### src/verilog/hdl_pkg.sv
// constants, types and helpers shared by the haptic drive limit register bank
package hdl_pkg;

    // register byte offsets on the serial bus
    localparam logic [7:0] HDL_ADDR_FEEDBACK_CONTROL = 8'h23;
    localparam logic [7:0] HDL_ADDR_STEADY_CLAMP     = 8'h24;
    localparam logic [7:0] HDL_ADDR_LOW_BAT_ONE      = 8'h25;
    localparam logic [7:0] HDL_ADDR_LOW_BAT_TWO      = 8'h26;

    // reset values
    localparam logic [7:0] HDL_RST_FEEDBACK_CONTROL  = 8'h36;
    localparam logic [7:0] HDL_RST_STEADY_CLAMP      = 8'h64;
    localparam logic [7:0] HDL_RST_LOW_BAT_ONE       = 8'h80;
    localparam logic [7:0] HDL_RST_LOW_BAT_TWO       = 8'h00;
    localparam logic [7:0] HDL_RST_UNMAPPED          = 8'h00;

    // field positions inside the feedback control register
    localparam int HDL_GAIN_LSB  = 0;
    localparam int HDL_SPEED_LSB = 2;

    // gain in hundredths, indexed by code
    localparam logic [11:0] HDL_GAIN_RES_0 = 12'h1f4;
    localparam logic [11:0] HDL_GAIN_RES_1 = 12'h3e8;
    localparam logic [11:0] HDL_GAIN_RES_2 = 12'h7d0;
    localparam logic [11:0] HDL_GAIN_RES_3 = 12'hbb8;
    localparam logic [11:0] HDL_GAIN_ECC_0 = 12'h022;
    localparam logic [11:0] HDL_GAIN_ECC_1 = 12'h069;
    localparam logic [11:0] HDL_GAIN_ECC_2 = 12'h0b6;
    localparam logic [11:0] HDL_GAIN_ECC_3 = 12'h190;

    // bits per serial byte, ack slot not counted
    localparam logic [3:0] HDL_BYTE_BITS = 4'h8;

    typedef enum logic [1:0] {
        HDL_SPEED_VERY_SLOW,
        HDL_SPEED_SLOW,
        HDL_SPEED_FAST,
        HDL_SPEED_VERY_FAST
    } hdl_speed_e;

    // which limit is currently in force on the output
    typedef enum logic [1:0] {
        HDL_SRC_OVERDRIVE,
        HDL_SRC_LOW_BAT_ONE,
        HDL_SRC_LOW_BAT_TWO,
        HDL_SRC_STEADY
    } hdl_src_e;

    function automatic logic [7:0] hdl_min8(input logic [7:0] a, input logic [7:0] b);
        hdl_min8 = (a < b) ? a : b;
    endfunction

endpackage

### src/verilog/hdl_clamp_select.sv
// effective output clamp selection from register limits and battery state
`timescale 1ns/1ps
`default_nettype none
module hdl_clamp_select
    import hdl_pkg::*;
(
    input  wire logic [7:0] steady_drive_limit,
    input  wire logic [7:0] overdrive_limit,
    input  wire logic [7:0] low_battery_limit_one,
    input  wire logic [7:0] low_battery_limit_two,
    input  wire logic       below_one,
    input  wire logic       below_two,
    input  wire logic       cal_or_diag,
    input  wire logic       overdrive_phase,
    output logic [7:0]      clamp,
    output hdl_src_e        source
);
    logic [7:0] od_eff;
    hdl_src_e   od_src;

    always_comb begin
        od_eff = overdrive_limit;
        od_src = HDL_SRC_OVERDRIVE;
        if (!cal_or_diag) begin
            if (below_two) begin
                od_eff = low_battery_limit_two;
                od_src = HDL_SRC_LOW_BAT_TWO;
            end else if (below_one) begin
                od_eff = low_battery_limit_one;
                od_src = HDL_SRC_LOW_BAT_ONE;
            end
        end
        if (overdrive_phase) begin
            clamp  = od_eff;
            source = od_src;
        end else if (od_eff < steady_drive_limit) begin
            clamp  = hdl_min8(od_eff, steady_drive_limit);
            source = od_src;
        end else begin
            clamp  = steady_drive_limit;
            source = HDL_SRC_STEADY;
        end
    end
endmodule
`default_nettype wire

### src/verilog/hdl_serial_slave.sv
// two-wire serial register slave: synchronised pins, byte framing, register pointer
`timescale 1ns/1ps
`default_nettype none
module hdl_serial_slave
    import hdl_pkg::*;
#(
    // arbitrary bus address, not tied to any real part
    parameter logic [6:0] DEV_ADDR = 7'h2a
) (
    input  wire logic       sys_clk,
    input  wire logic       srst,
    input  wire logic       ce,
    input  wire logic       scl_i,
    input  wire logic       sda_i,
    output logic            sda_o,
    output logic            sda_oe_n,
    output logic [7:0]      reg_ptr,
    input  wire logic [7:0] reg_rdata,
    output logic            wr_stb,
    output logic [7:0]      wr_data
);
    typedef enum logic [2:0] {HDL_IDLE, HDL_RX, HDL_ACK, HDL_TX, HDL_TXACK} hdl_bus_e;
    typedef enum logic [1:0] {HDL_PH_ADDR, HDL_PH_REG, HDL_PH_DATA} hdl_phase_e;

    typedef struct packed {
        logic [2:0] scl_s;
        logic [2:0] sda_s;
        hdl_bus_e   st;
        hdl_phase_e ph;
        logic [3:0] bitc;
        logic [7:0] sh;
        logic       rw;
        logic       mack;
        logic [7:0] ptr;
        logic       oe_n;
        logic       stb;
        logic [7:0] wdat;
    } hdl_slave_s;

    hdl_slave_s q, d;
    logic scl, sda, scl_rise, scl_fall, start, stop;

    assign scl      = q.scl_s[1];
    assign sda      = q.sda_s[1];
    assign scl_rise = q.scl_s[1] && !q.scl_s[2];
    assign scl_fall = !q.scl_s[1] && q.scl_s[2];
    assign start    = scl && q.scl_s[2] && !sda && q.sda_s[2];
    assign stop     = scl && q.scl_s[2] && sda && !q.sda_s[2];

    always_comb begin
        d       = q;
        d.stb   = 1'b0;
        // stage 0 feeds only stage 1
        d.scl_s = {q.scl_s[1:0], scl_i};
        d.sda_s = {q.sda_s[1:0], sda_i};
        if (start) begin
            d.st   = HDL_RX;
            d.ph   = HDL_PH_ADDR;
            d.bitc = 4'h0;
            d.oe_n = 1'b1;
        end else if (stop) begin
            d.st   = HDL_IDLE;
            d.oe_n = 1'b1;
        end else if (scl_rise) begin
            if (q.st == HDL_RX) begin
                d.sh   = {q.sh[6:0], sda};
                d.bitc = q.bitc + 4'h1;
            end else if (q.st == HDL_TXACK) begin
                d.mack = !sda;
            end
        end else if (scl_fall) begin
            unique case (q.st)
                HDL_IDLE: ;
                HDL_RX: begin
                    if (q.bitc == HDL_BYTE_BITS) begin
                        d.bitc = 4'h0;
                        d.st   = HDL_ACK;
                        d.oe_n = 1'b0;
                        unique case (q.ph)
                            HDL_PH_ADDR: begin
                                d.rw = q.sh[0];
                                if (q.sh[7:1] != DEV_ADDR) begin
                                    d.st   = HDL_IDLE;
                                    d.oe_n = 1'b1;
                                end
                            end
                            HDL_PH_REG: d.ptr = q.sh;
                            default: begin
                                d.stb  = 1'b1;
                                d.wdat = q.sh;
                            end
                        endcase
                    end
                end
                HDL_ACK: begin
                    if (q.ph == HDL_PH_DATA) begin
                        d.ptr = q.ptr + 8'h01;
                    end
                    if (q.ph == HDL_PH_ADDR && q.rw) begin
                        d.st   = HDL_TX;
                        d.sh   = reg_rdata;
                        d.oe_n = reg_rdata[7];
                        d.bitc = 4'h1;
                        d.ptr  = q.ptr + 8'h01;
                    end else begin
                        d.st   = HDL_RX;
                        d.oe_n = 1'b1;
                        d.ph   = (q.ph == HDL_PH_ADDR) ? HDL_PH_REG : HDL_PH_DATA;
                    end
                end
                HDL_TX: begin
                    if (q.bitc == HDL_BYTE_BITS) begin
                        d.st   = HDL_TXACK;
                        d.oe_n = 1'b1;
                    end else begin
                        d.sh   = {q.sh[6:0], 1'b0};
                        d.oe_n = q.sh[6];
                        d.bitc = q.bitc + 4'h1;
                    end
                end
                HDL_TXACK: begin
                    if (q.mack) begin
                        d.st   = HDL_TX;
                        d.sh   = reg_rdata;
                        d.oe_n = reg_rdata[7];
                        d.bitc = 4'h1;
                        d.ptr  = q.ptr + 8'h01;
                    end else begin
                        d.st = HDL_IDLE;
                    end
                end
                default: d.st = HDL_IDLE;
            endcase
        end
    end

    always_ff @(posedge sys_clk) begin
        if (srst) begin
            q.scl_s <= 3'h7;
            q.sda_s <= 3'h7;
            q.st    <= HDL_IDLE;
            q.ph    <= HDL_PH_ADDR;
            q.bitc  <= 4'h0;
            q.sh    <= 8'h00;
            q.rw    <= 1'b0;
            q.mack  <= 1'b0;
            q.ptr   <= 8'h00;
            q.oe_n  <= 1'b1;
            q.stb   <= 1'b0;
            q.wdat  <= 8'h00;
        end else if (ce) begin
            q <= d;
        end
    end

    // open drain: only ever pulls low
    assign sda_o    = 1'b0;
    assign sda_oe_n = q.oe_n;
    assign reg_ptr  = q.ptr;
    assign wr_stb   = q.stb && ce;
    assign wr_data  = q.wdat;
endmodule
`default_nettype wire

### src/verilog/hdl_drive_limit_regs.sv
// haptic drive limit register bank with gain decode and clamp output
`timescale 1ns/1ps
`default_nettype none
module hdl_drive_limit_regs
    import hdl_pkg::*;
#(
    parameter logic [6:0] DEV_ADDR = 7'h2a
) (
    input  wire logic       sys_clk,
    input  wire logic       srst,
    input  wire logic       ce,
    input  wire logic       scl_i,
    input  wire logic       sda_i,
    output logic            sda_o,
    output logic            sda_oe_n,
    input  wire logic       eccentric_mass_actuator,
    input  wire logic       calibration_active,
    input  wire logic       diagnostics_active,
    input  wire logic       cal_gain_wr,
    input  wire logic [1:0] cal_gain_code,
    input  wire logic       overdrive_phase,
    input  wire logic [7:0] overdrive_limit,
    input  wire logic [7:0] battery_voltage_sense,
    input  wire logic [7:0] battery_threshold_one,
    input  wire logic [7:0] battery_threshold_two,
    output logic [1:0]      back_emf_amp_gain,
    output logic [11:0]     back_emf_gain_x100,
    output logic [1:0]      feedback_loop_speed,
    output logic [7:0]      drive_clamp,
    output logic [1:0]      clamp_source
);
    typedef struct packed {
        logic [7:0]  feedback_control;
        logic [7:0]  steady_drive_clamp;
        logic [7:0]  low_battery_clamp_one;
        logic [7:0]  low_battery_clamp_two;
        logic [1:0]  gain;
        logic [11:0] gain_x100;
        logic [1:0]  speed;
        logic [7:0]  clamp;
        hdl_src_e    src;
    } hdl_regs_s;

    hdl_regs_s  q, d;
    logic [7:0] reg_ptr;
    logic [7:0] reg_rdata;
    logic       wr_stb;
    logic [7:0] wr_data;
    logic [7:0] clamp_next;
    hdl_src_e   src_next;
    logic       below_one;
    logic       below_two;

    function automatic logic [11:0] gain_hundredths(input logic ecc, input logic [1:0] code);
        logic [11:0] g;
        g = 12'h000;
        unique case (code)
            2'h0: g = ecc ? HDL_GAIN_ECC_0 : HDL_GAIN_RES_0;
            2'h1: g = ecc ? HDL_GAIN_ECC_1 : HDL_GAIN_RES_1;
            2'h2: g = ecc ? HDL_GAIN_ECC_2 : HDL_GAIN_RES_2;
            2'h3: g = ecc ? HDL_GAIN_ECC_3 : HDL_GAIN_RES_3;
        endcase
        return g;
    endfunction

    hdl_serial_slave #(
        .DEV_ADDR (DEV_ADDR)
    ) u_serial (
        .sys_clk   (sys_clk),
        .srst      (srst),
        .ce        (ce),
        .scl_i     (scl_i),
        .sda_i     (sda_i),
        .sda_o     (sda_o),
        .sda_oe_n  (sda_oe_n),
        .reg_ptr   (reg_ptr),
        .reg_rdata (reg_rdata),
        .wr_stb    (wr_stb),
        .wr_data   (wr_data)
    );

    // battery sense and thresholds come from same-clock logic
    assign below_one = battery_voltage_sense < battery_threshold_one;
    assign below_two = battery_voltage_sense < battery_threshold_two;

    hdl_clamp_select u_clamp (
        .steady_drive_limit    (q.steady_drive_clamp),
        .overdrive_limit       (overdrive_limit),
        .low_battery_limit_one (q.low_battery_clamp_one),
        .low_battery_limit_two (q.low_battery_clamp_two),
        .below_one             (below_one),
        .below_two             (below_two),
        .cal_or_diag           (calibration_active || diagnostics_active),
        .overdrive_phase       (overdrive_phase),
        .clamp                 (clamp_next),
        .source                (src_next)
    );

    // unmapped offsets read zero and ignore writes
    always_comb begin
        unique case (reg_ptr)
            HDL_ADDR_FEEDBACK_CONTROL: reg_rdata = q.feedback_control;
            HDL_ADDR_STEADY_CLAMP:     reg_rdata = q.steady_drive_clamp;
            HDL_ADDR_LOW_BAT_ONE:      reg_rdata = q.low_battery_clamp_one;
            HDL_ADDR_LOW_BAT_TWO:      reg_rdata = q.low_battery_clamp_two;
            default:                   reg_rdata = HDL_RST_UNMAPPED;
        endcase
    end

    always_comb begin
        d = q;
        if (cal_gain_wr) begin
            d.feedback_control[HDL_GAIN_LSB +: 2] = cal_gain_code;
        end
        // software write lands last, so a same-cycle user value is the one kept
        if (wr_stb) begin
            unique case (reg_ptr)
                HDL_ADDR_FEEDBACK_CONTROL: d.feedback_control = wr_data;
                HDL_ADDR_STEADY_CLAMP:     d.steady_drive_clamp = wr_data;
                HDL_ADDR_LOW_BAT_ONE:      d.low_battery_clamp_one = wr_data;
                HDL_ADDR_LOW_BAT_TWO:      d.low_battery_clamp_two = wr_data;
                default: ;
            endcase
        end
        d.gain = q.feedback_control[HDL_GAIN_LSB +: 2];
        d.gain_x100 = gain_hundredths(eccentric_mass_actuator, q.feedback_control[HDL_GAIN_LSB +: 2]);
        d.speed = q.feedback_control[HDL_SPEED_LSB +: 2];
        d.clamp = clamp_next;
        d.src   = src_next;
    end

    always_ff @(posedge sys_clk) begin
        if (srst) begin
            q.feedback_control      <= HDL_RST_FEEDBACK_CONTROL;
            q.steady_drive_clamp    <= HDL_RST_STEADY_CLAMP;
            q.low_battery_clamp_one <= HDL_RST_LOW_BAT_ONE;
            q.low_battery_clamp_two <= HDL_RST_LOW_BAT_TWO;
            q.gain                  <= HDL_RST_FEEDBACK_CONTROL[HDL_GAIN_LSB +: 2];
            q.gain_x100             <= HDL_GAIN_RES_2;
            q.speed                 <= HDL_RST_FEEDBACK_CONTROL[HDL_SPEED_LSB +: 2];
            q.clamp                 <= HDL_RST_UNMAPPED;
            q.src                   <= HDL_SRC_OVERDRIVE;
        end else if (ce) begin
            q <= d;
        end
    end

    assign back_emf_amp_gain   = q.gain;
    assign back_emf_gain_x100  = q.gain_x100;
    assign feedback_loop_speed = q.speed;
    assign drive_clamp         = q.clamp;
    assign clamp_source        = q.src;
endmodule
`default_nettype wire

### config.mk
export PLATFORM = sky130hd
export DESIGN_NAME = hdl_drive_limit_regs
export DESIGN_NICKNAME = d
export VERILOG_FILES = /design/src/verilog/hdl_pkg.sv /design/src/verilog/hdl_clamp_select.sv /design/src/verilog/hdl_serial_slave.sv /design/src/verilog/hdl_drive_limit_regs.sv
export SDC_FILE = /design/constraint.sdc
export NUM_CORES = 1
export LEC_CHECK = 0
export BUFFER_PORTS_ARGS = -buffer_cell sky130_fd_sc_hd__buf_2
export CAP_MARGIN = 10
export CORE_ASPECT_RATIO = 0.75
export CORE_MARGIN = 2
export CORE_UTILIZATION = 43
export CTS_CLUSTER_DIAMETER = 80
export DETAILED_ROUTE_END_ITERATION = 6
export GPL_ROUTABILITY_DRIVEN = 0
export HOLD_SLACK_MARGIN = 0.06
export MAX_ROUTING_LAYER = met4
export PLACE_DENSITY = 0.63
export SLEW_MARGIN = 15
export SYNTH_ARGS = -nofsm -noshare
export SYNTH_HDL_FRONTEND = slang
export SYNTH_HIERARCHICAL = 1
export SYNTH_SLANG_ARGS = --single-unit
### constraint.sdc
create_clock -name sys_clk -period 11.75 [get_ports sys_clk]
set_clock_uncertainty 0.1 [all_clocks]
set_input_delay 2.35 -clock sys_clk [delete_from_list [all_inputs] [get_ports sys_clk]]
set_output_delay 2.35 -clock sys_clk [all_outputs]
set_load 0.1 [all_outputs]
======== Word level (Yosys, flattened, before mapping) ========
Index checks and enable logic that the tools add are counted.
storage, ports and cells
  flip-flop bits (word level) ............. 101
  latch bits .............................. 0
  RAM bits ................................ 0
  ROM bits ................................ 0
  output and inout port bits .............. 28
  memories ................................ 0
operators by class
  add/sub/neg operators ................... 2
  multipliers ............................. 0
  div/mod/pow operators ................... 0
  order comparisons ....................... 3
  eq/ne operators ......................... 37
  shift operators ......................... 0
  mux-type cells .......................... 77
  bitwise operators ....................... 5
  reductions and logical operators ........ 39
operators by type and width
  operator            number
  $mux 12             12
  $mux 8              11
  $mux 18             4
  $mux 9              7
  $pmux 12 s4         1
  $pmux 8 s3          2
  $eq 8x6->1 const B  4
  $pmux 8 s4          1
  $mux 2              13
  $mux 26             1
  $lt 8x8->1          3
  $mux 24             1
  $reduce_and 6->1    4
  $reduce_and 9->1    2
  $ne 4x1->1 const B  4
  $pmux 4 s4          1
  $reduce_and 8->1    2
  $pmux 3 s5          1
  $mux 1              14
  $ne 4x2->1 const B  3
  $reduce_and 3->1    4
  $mux 11             1
  $mux 10             1
  $ne 5x1->1 const B  2
  other kinds (31)    64

======== Logic depth before layout (Yosys ltp) ========
Gate-level depths: netlist of the first run.
  word-level depth ........................ 10
  depth in mapped cells ................... 18

======== Modules after synthesis ========
The synthesis of the first run kept the hierarchy.
by module, submodules not included
  module                instances  cells an instance  area each (um^2)  seq. area each (um^2)
  hdl_drive_limit_regs  1          347                3,064.2           1,161.1
  hdl_serial_slave      1          330                2,790.2           860.8
  hdl_clamp_select      1          66                 490.5             0.0

======== Worst setup path after synthesis of the first run ========
No wires, ideal clock.
  path kind ............................... input to register
  start ................................... in battery_threshold_one[2]
  end ..................................... reg q, in the netlist drive_clamp[0]
  library setup time ...................... 0.128 ns
  arrival ................................. 5.402 ns
  required time ........................... 11.522 ns
  slack ................................... 6.120 ns
  stages .................................. 18
  cell sequence ........................... inv_1 ha_1 a21o_1 a31oi_1 o21ai_0 a221oi_1 nor2b_1 buf_2 a22oi_1 o21ai_0 ha_1 nand3b_1 nor2_1 o2111ai_1 o21ai_4 mux2_2 mux2i_1 nor2_1
between the ends
  word-level cells in the longest chain between the ends .. 7
ends and longest elaborated chain
  element             RTL line                               text
  start: declaration  hdl_drive_limit_regs.sv:24             input wire logic [7:0] battery_threshold_one,
  $lt 8x8->1 *        hdl_drive_limit_regs.sv:83             assign below_one = battery_voltage_sense < battery_threshold_one;
  via below_one       hdl_drive_limit_regs.sv:51             logic below_one;
  $mux 8 *            hdl_clamp_select.sv:28                 end else if (below_one) begin
  $mux 8 *            hdl_clamp_select.sv:25                 if (below_two) begin
  $mux 8 *            hdl_clamp_select.sv:24                 if (!cal_or_diag) begin
  $lt 8x8->1          hdl_pkg.sv:50, hdl_clamp_select.sv:36
  $mux 8              hdl_clamp_select.sv:36                 end else if (od_eff < steady_drive_limit) begin
  $mux 8 *            hdl_clamp_select.sv:33                 if (overdrive_phase) begin
  via clamp_next[0]   hdl_drive_limit_regs.sv:49             logic [7:0] clamp_next;
  end: declaration    hdl_drive_limit_regs.sv:44             hdl_regs_s q, d;
The timed path passes the listed nets; every way through them passes the cells marked *.
A chain may end at the register's enable or synchronous reset.

======== Worst setup path in the final report of the first run ========
  start ................................... in battery_voltage_sense[2]
  end ..................................... reg q, in the netlist drive_clamp[0]
between the ends
  word-level cells in the longest chain between the ends .. 7
  elaborated cells between the ends (all ways) .. 8
  those cells by class .................... order compare (3); mux (5)
ends and longest elaborated chain
  element             RTL line                               text
  start: declaration  hdl_drive_limit_regs.sv:23             input wire logic [7:0] battery_voltage_sense,
  $lt 8x8->1 *        hdl_drive_limit_regs.sv:83
  via below_one       hdl_drive_limit_regs.sv:51
  $mux 8 *            hdl_clamp_select.sv:28
  $mux 8 *            hdl_clamp_select.sv:25
  $mux 8 *            hdl_clamp_select.sv:24
  $lt 8x8->1          hdl_pkg.sv:50, hdl_clamp_select.sv:36
  $mux 8              hdl_clamp_select.sv:36
  $mux 8 *            hdl_clamp_select.sv:33
  via clamp_next[0]   hdl_drive_limit_regs.sv:49
Marks and branches as above.

==> results.sh, run 1 <==
export IMPL_leakagePower_nw=2.79
export IMPL_cts_tree="done"
export IMPL_slew_violations=0
export IMPL_synth_area_mm2=0.00634
export IMPL_num_vias=5417
export IMPL_placedCellCount=933
export IMPL_htree_levels=3
export IMPL_worst_setup_path_end_kind="flip-flop"
export IMPL_synth_edf_count=0
export IMPL_hpwlAfterDp_um=11100
export IMPL_tightest_slew_ns=1.05
export IMPL_layout_worst_path_cycle_share=0.534
export IMPL_io_pins=72
export IMPL_fillers=1457
export IMPL_cts_buffers=9
export IMPL_drive_gt1_frac=0.172
export IMPL_cts_root_buffer="clkbuf_16"
export IMPL_finalSetupTns_ns=0
export IMPL_die_width_um=144
export IMPL_nets=815
export IMPL_wl_per_cell_um=16.7
export IMPL_cts_sinks=101
export IMPL_worst_slack_ns=5.48
export IMPL_crit_type="in -> reg"
export IMPL_drtPass1Iterations=7
export IMPL_place_ws_ns=5.17
export IMPL_synth_seq_cells=101
export IMPL_synth_nets=814
export IMPL_period_minus_slack_ns=6.28
export IMPL_hold_path_class="reg -> reg"
export IMPL_post_route_util=0.468
export IMPL_post_cts_setup_buffer_count=0
export IMPL_clk_latency_ns=0.35
export IMPL_design_core_area_mm2=0.0145
export IMPL_required_ns=11.85
export IMPL_rsz0062_at_grt="false"
export IMPL_cts_repair_resized=0
export IMPL_ys_seq_area_frac=0.319
export IMPL_grt_antenna_before_repair=0
export IMPL_syn_area_per_cell_um2=8.54
export IMPL_antenna_left=0
export IMPL_antenna_diode_count=0
export IMPL_port_buffers=70
export IMPL_drcViolationCount=0
export IMPL_timing_fmax_mhz=159
export IMPL_netlist_cell_type_count=81
export IMPL_grt_start_max_net_pins=97
export IMPL_cts_path_max_buffers=2
export IMPL_grt_overflow=0
export IMPL_hold_violations=0
export IMPL_routed_wl_um=15800
export IMPL_critPathLaunchType="primary input"
export IMPL_initial_core_util=0.439
export IMPL_worst_path_max_fanout=10
export IMPL_peakVddDrop_uv=60.1
export IMPL_grt_pass1_wl_um=26000
export IMPL_die_area_mm2=0.0158
export IMPL_ys_flop_type="dfxtp_1"
export IMPL_area_growth_pct=6.57
export IMPL_final_cells=949
export IMPL_num_rows=38
export IMPL_cts_hold_buf=0
export IMPL_pwr_density_cell_mw_per_mm2=120
export IMPL_die_h_um=109
export IMPL_synthArstFlopShare=0
export IMPL_slew_headroom=0.298
export IMPL_grt_usage=0.212
export IMPL_synthCells=743
export IMPL_crit_arrival_ns=6.37
export IMPL_max_cap_violations=0
export IMPL_path_clk_slew_ns=0.07
export IMPL_status="finished, final reports clean"
export IMPL_yosysWarnings=6
export IMPL_vias_per_cell=5.71
export IMPL_finalSetupViolations=0
export IMPL_drt_initial_drc_count=528
export IMPL_grt_pass1_vias=5091
==> area by class of cell <==
cell class,instances,area (µm²),area share
clock buffer,10,239,0.0353
clock inverter,6,91.3,0.0135
inverter,39,146,0.0217
multi-input combinational,519,3630,0.537
sequential,101,2020,0.299
tap,200,250,0.0370
timing repair buffer,74,380,0.0563
==> stage by stage <==
stage / total power, mW / hold WS [ns] / instance area, µm²
after global routing: 0.844 / 0.375 / 6760
after global placement: 0.483 / 0.342 / 6430
after CTS: 0.819 / 0.363 / 6760
after floorplan: 0.466 / 0.337 / 6340
after detailed placement: 0.486 / 0.352 / 6430
final: 0.813 / 0.358 / 6760
==> flip-flops by register name, indices dropped and copies added (netlist names) <==
register / count
drive_clamp: 8
u_serial/d: 4
u_serial/sda_oe_n: 1
u_serial/wr_data: 8
d: 4
back_emf_amp_gain: 2
u_serial/reg_ptr: 8
q: 28
u_serial/q: 22
clamp_source: 2
feedback_loop_speed: 2
back_emf_gain_x100: 12
==> synth_stat cells, types with 7 or more instances <==
library cell / number / area, µm²
nor2b_1: 16 / 100
nand2b_1: 12 / 75.1
nand3_1: 17 / 85.1
a211oi_1: 8 / 60.1
nor3_1: 9 / 45.0
mux2_2: 8 / 90.1
a21o_1: 8 / 60.1
ha_1: 27 / 338
o21ai_0: 35 / 175
inv_1: 38 / 143
a21oi_1: 47 / 235
dfxtp_1: 101 / 2020
clkbuf_1: 21 / 78.8
and2_1: 7 / 43.8
nand2_1: 56 / 210
nor2_1: 62 / 233
buf_4: 45 / 338
and3_1: 9 / 56.3
mux2i_1: 47 / 470
buf_2: 8 / 40.0
a22oi_1: 24 / 180
==> worst paths after layout <==
kind	to	slack, ns	from	cells after the start
max reg2reg	u_serial/wr_data[5]	8.91	u_serial/q[42]	7
min reg2reg	back_emf_gain_x100[1]	0.36	back_emf_gain_x100[1]	2
min	back_emf_gain_x100[1]	0.36	back_emf_gain_x100[1]	2
max	drive_clamp[0]	5.48	battery_voltage_sense[2]	17
==> logic make-up (layout without fill, tap and decap cells) <==
kind of cell | count (synthesis) | count (layout) | share of synthesized area
flip-flops | 101 | 101 | 0.319
other | 1 | 1 | 0.000591
AO/OA/AOI/OAI | 186 | 186 | 0.201
XOR/XNOR | 6 | 6 | 0.00828
AND/OR/NAND/NOR | 238 | 238 | 0.206
adder cells (fa/ha/maj) | 27 | 27 | 0.0532
buffers and inverters | 123 | 129 | 0.109
multiplexers | 61 | 61 | 0.103
==> where the power goes <==
part / switching (mW) / internal (mW)
Combinational: 0.0880 / 0.0356
Clock: 0.140 / 0.194
Sequential: 0.00623 / 0.349
Total: 0.234 / 0.579
==> layout by cell type, fill, tap and decap left out, types with 6 or more instances in the layout <==
cell type / synthesis / final
o21ai_0: 35 / 35
a22oi_1: 24 / 24
mux2i_1: 47 / 47
a21o_1: 8 / 8
clkbuf_16: 0 / 9
and2_1: 7 / 7
mux2_4: 6 / 6
a21oi_1: 47 / 47
nor2b_1: 16 / 16
inv_1: 38 / 38
a211oi_1: 8 / 8
nand3b_1: 6 / 6
o31ai_1: 6 / 6
nor3_1: 9 / 9
nand2b_1: 12 / 12
ha_1: 27 / 27
a31oi_1: 6 / 6
nor2_1: 62 / 62
dfxtp_1: 101 / 101
mux2_2: 8 / 8
nand2_1: 56 / 56
buf_2: 8 / 70
and3_1: 9 / 9
nand3_1: 17 / 17
==> worst max-delay path, stage by stage <==
cell,delay [ns]
buf_2,0.11
ha_1,0.30
a21o_1,0.15
a31oi_1,0.15
o21ai_0,0.13
a221oi_1,0.49
nor2b_1,0.65
a22oi_1,0.14
o21ai_0,0.30
ha_1,0.17
nand3b_1,0.11
nor2_1,0.17
o2111ai_1,0.20
o21ai_4,0.37
mux2_2,0.38
mux2i_1,0.15
nor2_1,0.05
==> layer usage <==
layer,global-route usage,up-vias,share of wire
met1,0.299,2592,0.49
met3,0.0461,16,0.077
li1,-,2620,-
met5,-,-,0
met2,0.313,189,0.43
met4,0.0479,0,0.0096
No activity file was read; power rests on OpenSTA's default activity.
==> run 2: changes to the inputs <==
PLACE_DENSITY = 0.65   (was 0.63)
clock period = 5.2 ns   (was 11.75 ns; I/O delays follow)
==> run 2 against run 1 <==
Net effect: register-to-register slack worse by 6.6 ns; combinational power is 130% higher; flip-flop and latch count stayed put; setup slack worse by 4.7 ns; utilization is 0.15 points lower; first-iteration DRC count is 19% higher; critical path depth is 1 higher; power is 120% higher; count of clock-buffer cells in the layout is 1 lower; critical path type unchanged; largest cell class unchanged; largest power group unchanged.
==> results.sh, run 2 (synthesized netlist as in run 1, its figures left out) <==
export IMPL_status="finished, final reports clean"
export IMPL_pwr_density_cell_mw_per_mm2=259
export IMPL_cts_root_buffer="clkbuf_16"
export IMPL_largest_reg_flops=28
export IMPL_grt_start_max_net_pins=96
export IMPL_vias_per_cell=5.76
export IMPL_worst_path_max_fanout=10
export IMPL_rsz0062_at_grt="false"
export IMPL_place_ws_ns=0.437
export IMPL_grt_usage=0.209
export IMPL_hold_path_class="reg -> reg"
export IMPL_antenna_left=0
export IMPL_drt_initial_drc_count=628
export IMPL_layout_worst_path_cycle_share=0.850
export IMPL_grt_pass1_wl_um=25400
export IMPL_cts_hold_buf=0
export IMPL_drive_gt1_frac=0.174
export IMPL_required_ns=5.30
export IMPL_finalSetupViolations=0
export IMPL_post_cts_setup_buffer_count=0
export IMPL_drtPass1Iterations=5
export IMPL_worst_setup_path_end_kind="flip-flop"
export IMPL_port_buffers=70
export IMPL_initial_core_util=0.439
export IMPL_die_h_um=109
export IMPL_wl_per_cell_um=16.6
export IMPL_cts_sinks=101
export IMPL_finalSetupTns_ns=0
export IMPL_period_minus_slack_ns=4.42
export IMPL_max_cap_violations=0
export IMPL_critPathLaunchType="primary input"
export IMPL_cts_tree="done"
export IMPL_worst_slack_ns=0.778
export IMPL_drcViolationCount=0
export IMPL_htree_levels=3
export IMPL_design_core_area_mm2=0.0145
export IMPL_slew_headroom=0.338
export IMPL_num_vias=5478
export IMPL_num_rows=38
export IMPL_cts_path_max_buffers=2
export IMPL_whs_ns=0.359
export IMPL_routed_wl_um=15800
export IMPL_io_pins=72
export IMPL_tightest_slew_ns=0.994
export IMPL_die_area_mm2=0.0158
export IMPL_nets=817
export IMPL_hpwlAfterDp_um=11300
export IMPL_grt_antenna_before_repair=0
export IMPL_cts_buffers=9
export IMPL_peakVddDrop_uv=177
export IMPL_timing_fmax_mhz=226
export IMPL_leakagePower_nw=2.77
export IMPL_final_cell_mix="dfxtp_1 (101), buf_2 (70), nor2_1 (62)"
export IMPL_top_register="q"
export IMPL_die_width_um=144
export IMPL_layout_commonest_cell="dfxtp_1"
export IMPL_clk_latency_ns=0.35
export IMPL_antenna_diode_count=0
export IMPL_crit_type="in -> reg"
export IMPL_cts_repair_resized=0
export IMPL_area_growth_pct=6.23
export IMPL_path_clk_slew_ns=0.08
export IMPL_crit_arrival_ns=4.52
export IMPL_grt_pass1_vias=5128
export IMPL_slew_violations=0
export IMPL_grt_overflow=0
export IMPL_hold_violations=0
run 2: cell count changes in the layout (fill, tap and decap cells not counted):
cell        delta
bufinv_16      -2
clkbuf_8       -1
clkinv_2       -1
inv_8          +1
clkinvlp_4     +2
buf_4          +2
clkinv_8       +1
run 2: through the flow:
step	instance area (µm²)	total power [mW]	utilization	std cells
after detailed placement	6450	1.10	0.446	935
after floorplan	6340	1.05	-	743
after global placement	6450	1.09	0.446	935
after CTS	6740	1.77	0.466	951
final	6740	1.75	0.466	951
after global routing	6740	1.82	0.466	951
run 2: layer usage:
metal | wire length, µm | vias up | global-route usage | part of all wire
li1 | - | 2630 | - | -
met4 | 138 | 0 | 0.0492 | 0.0087
met2 | 6800 | 227 | 0.301 | 0.43
met1 | 7600 | 2607 | 0.299 | 0.48
met5 | 0 | - | - | 0
met3 | 1290 | 14 | 0.0426 | 0.082
run 2: critical path, cell delays in order:
cell and delay (ns):
buf_2 0.11, ha_1 0.30, a21o_1 0.18, a31oi_1 0.14
o21ai_0 0.12, a221oi_1 0.35, buf_4 0.26, o21bai_4 0.11
nand2_1 0.09, o21ai_0 0.12, ha_1 0.34, nand2_1 0.07
nor2_1 0.13, o2111ai_1 0.19, o21ai_4 0.37, mux2_2 0.38
mux2i_1 0.15, nor2_1 0.06
run 2: final timing paths:
kind,startpoint,to,slack (ns),cells after the start
max,battery_voltage_sense[2],drive_clamp[5],0.78,18
min,back_emf_gain_x100[1],back_emf_gain_x100[1],0.36,2
max reg2reg,u_serial/q[42],u_serial/wr_data[1],2.32,7
min reg2reg,back_emf_gain_x100[1],back_emf_gain_x100[1],0.36,2
run 2: final cells by class:
type | instances | area, µm²
clock buffers | 9 | 225
clock inverters | 7 | 68.8
fillers | 1401 | 7710
inverters | 39 | 146
multi-input cells | 519 | 3630
flip-flops and latches | 101 | 2020
well taps | 200 | 250
repair buffers | 76 | 395
run 2: power breakdown:
group	switching (mW)	total [mW]	internal [mW]
clock	0.327	0.663	0.337
sequential	0.0145	0.803	0.789
combinational	0.199	0.281	0.0826
total	0.540	1.75	1.21
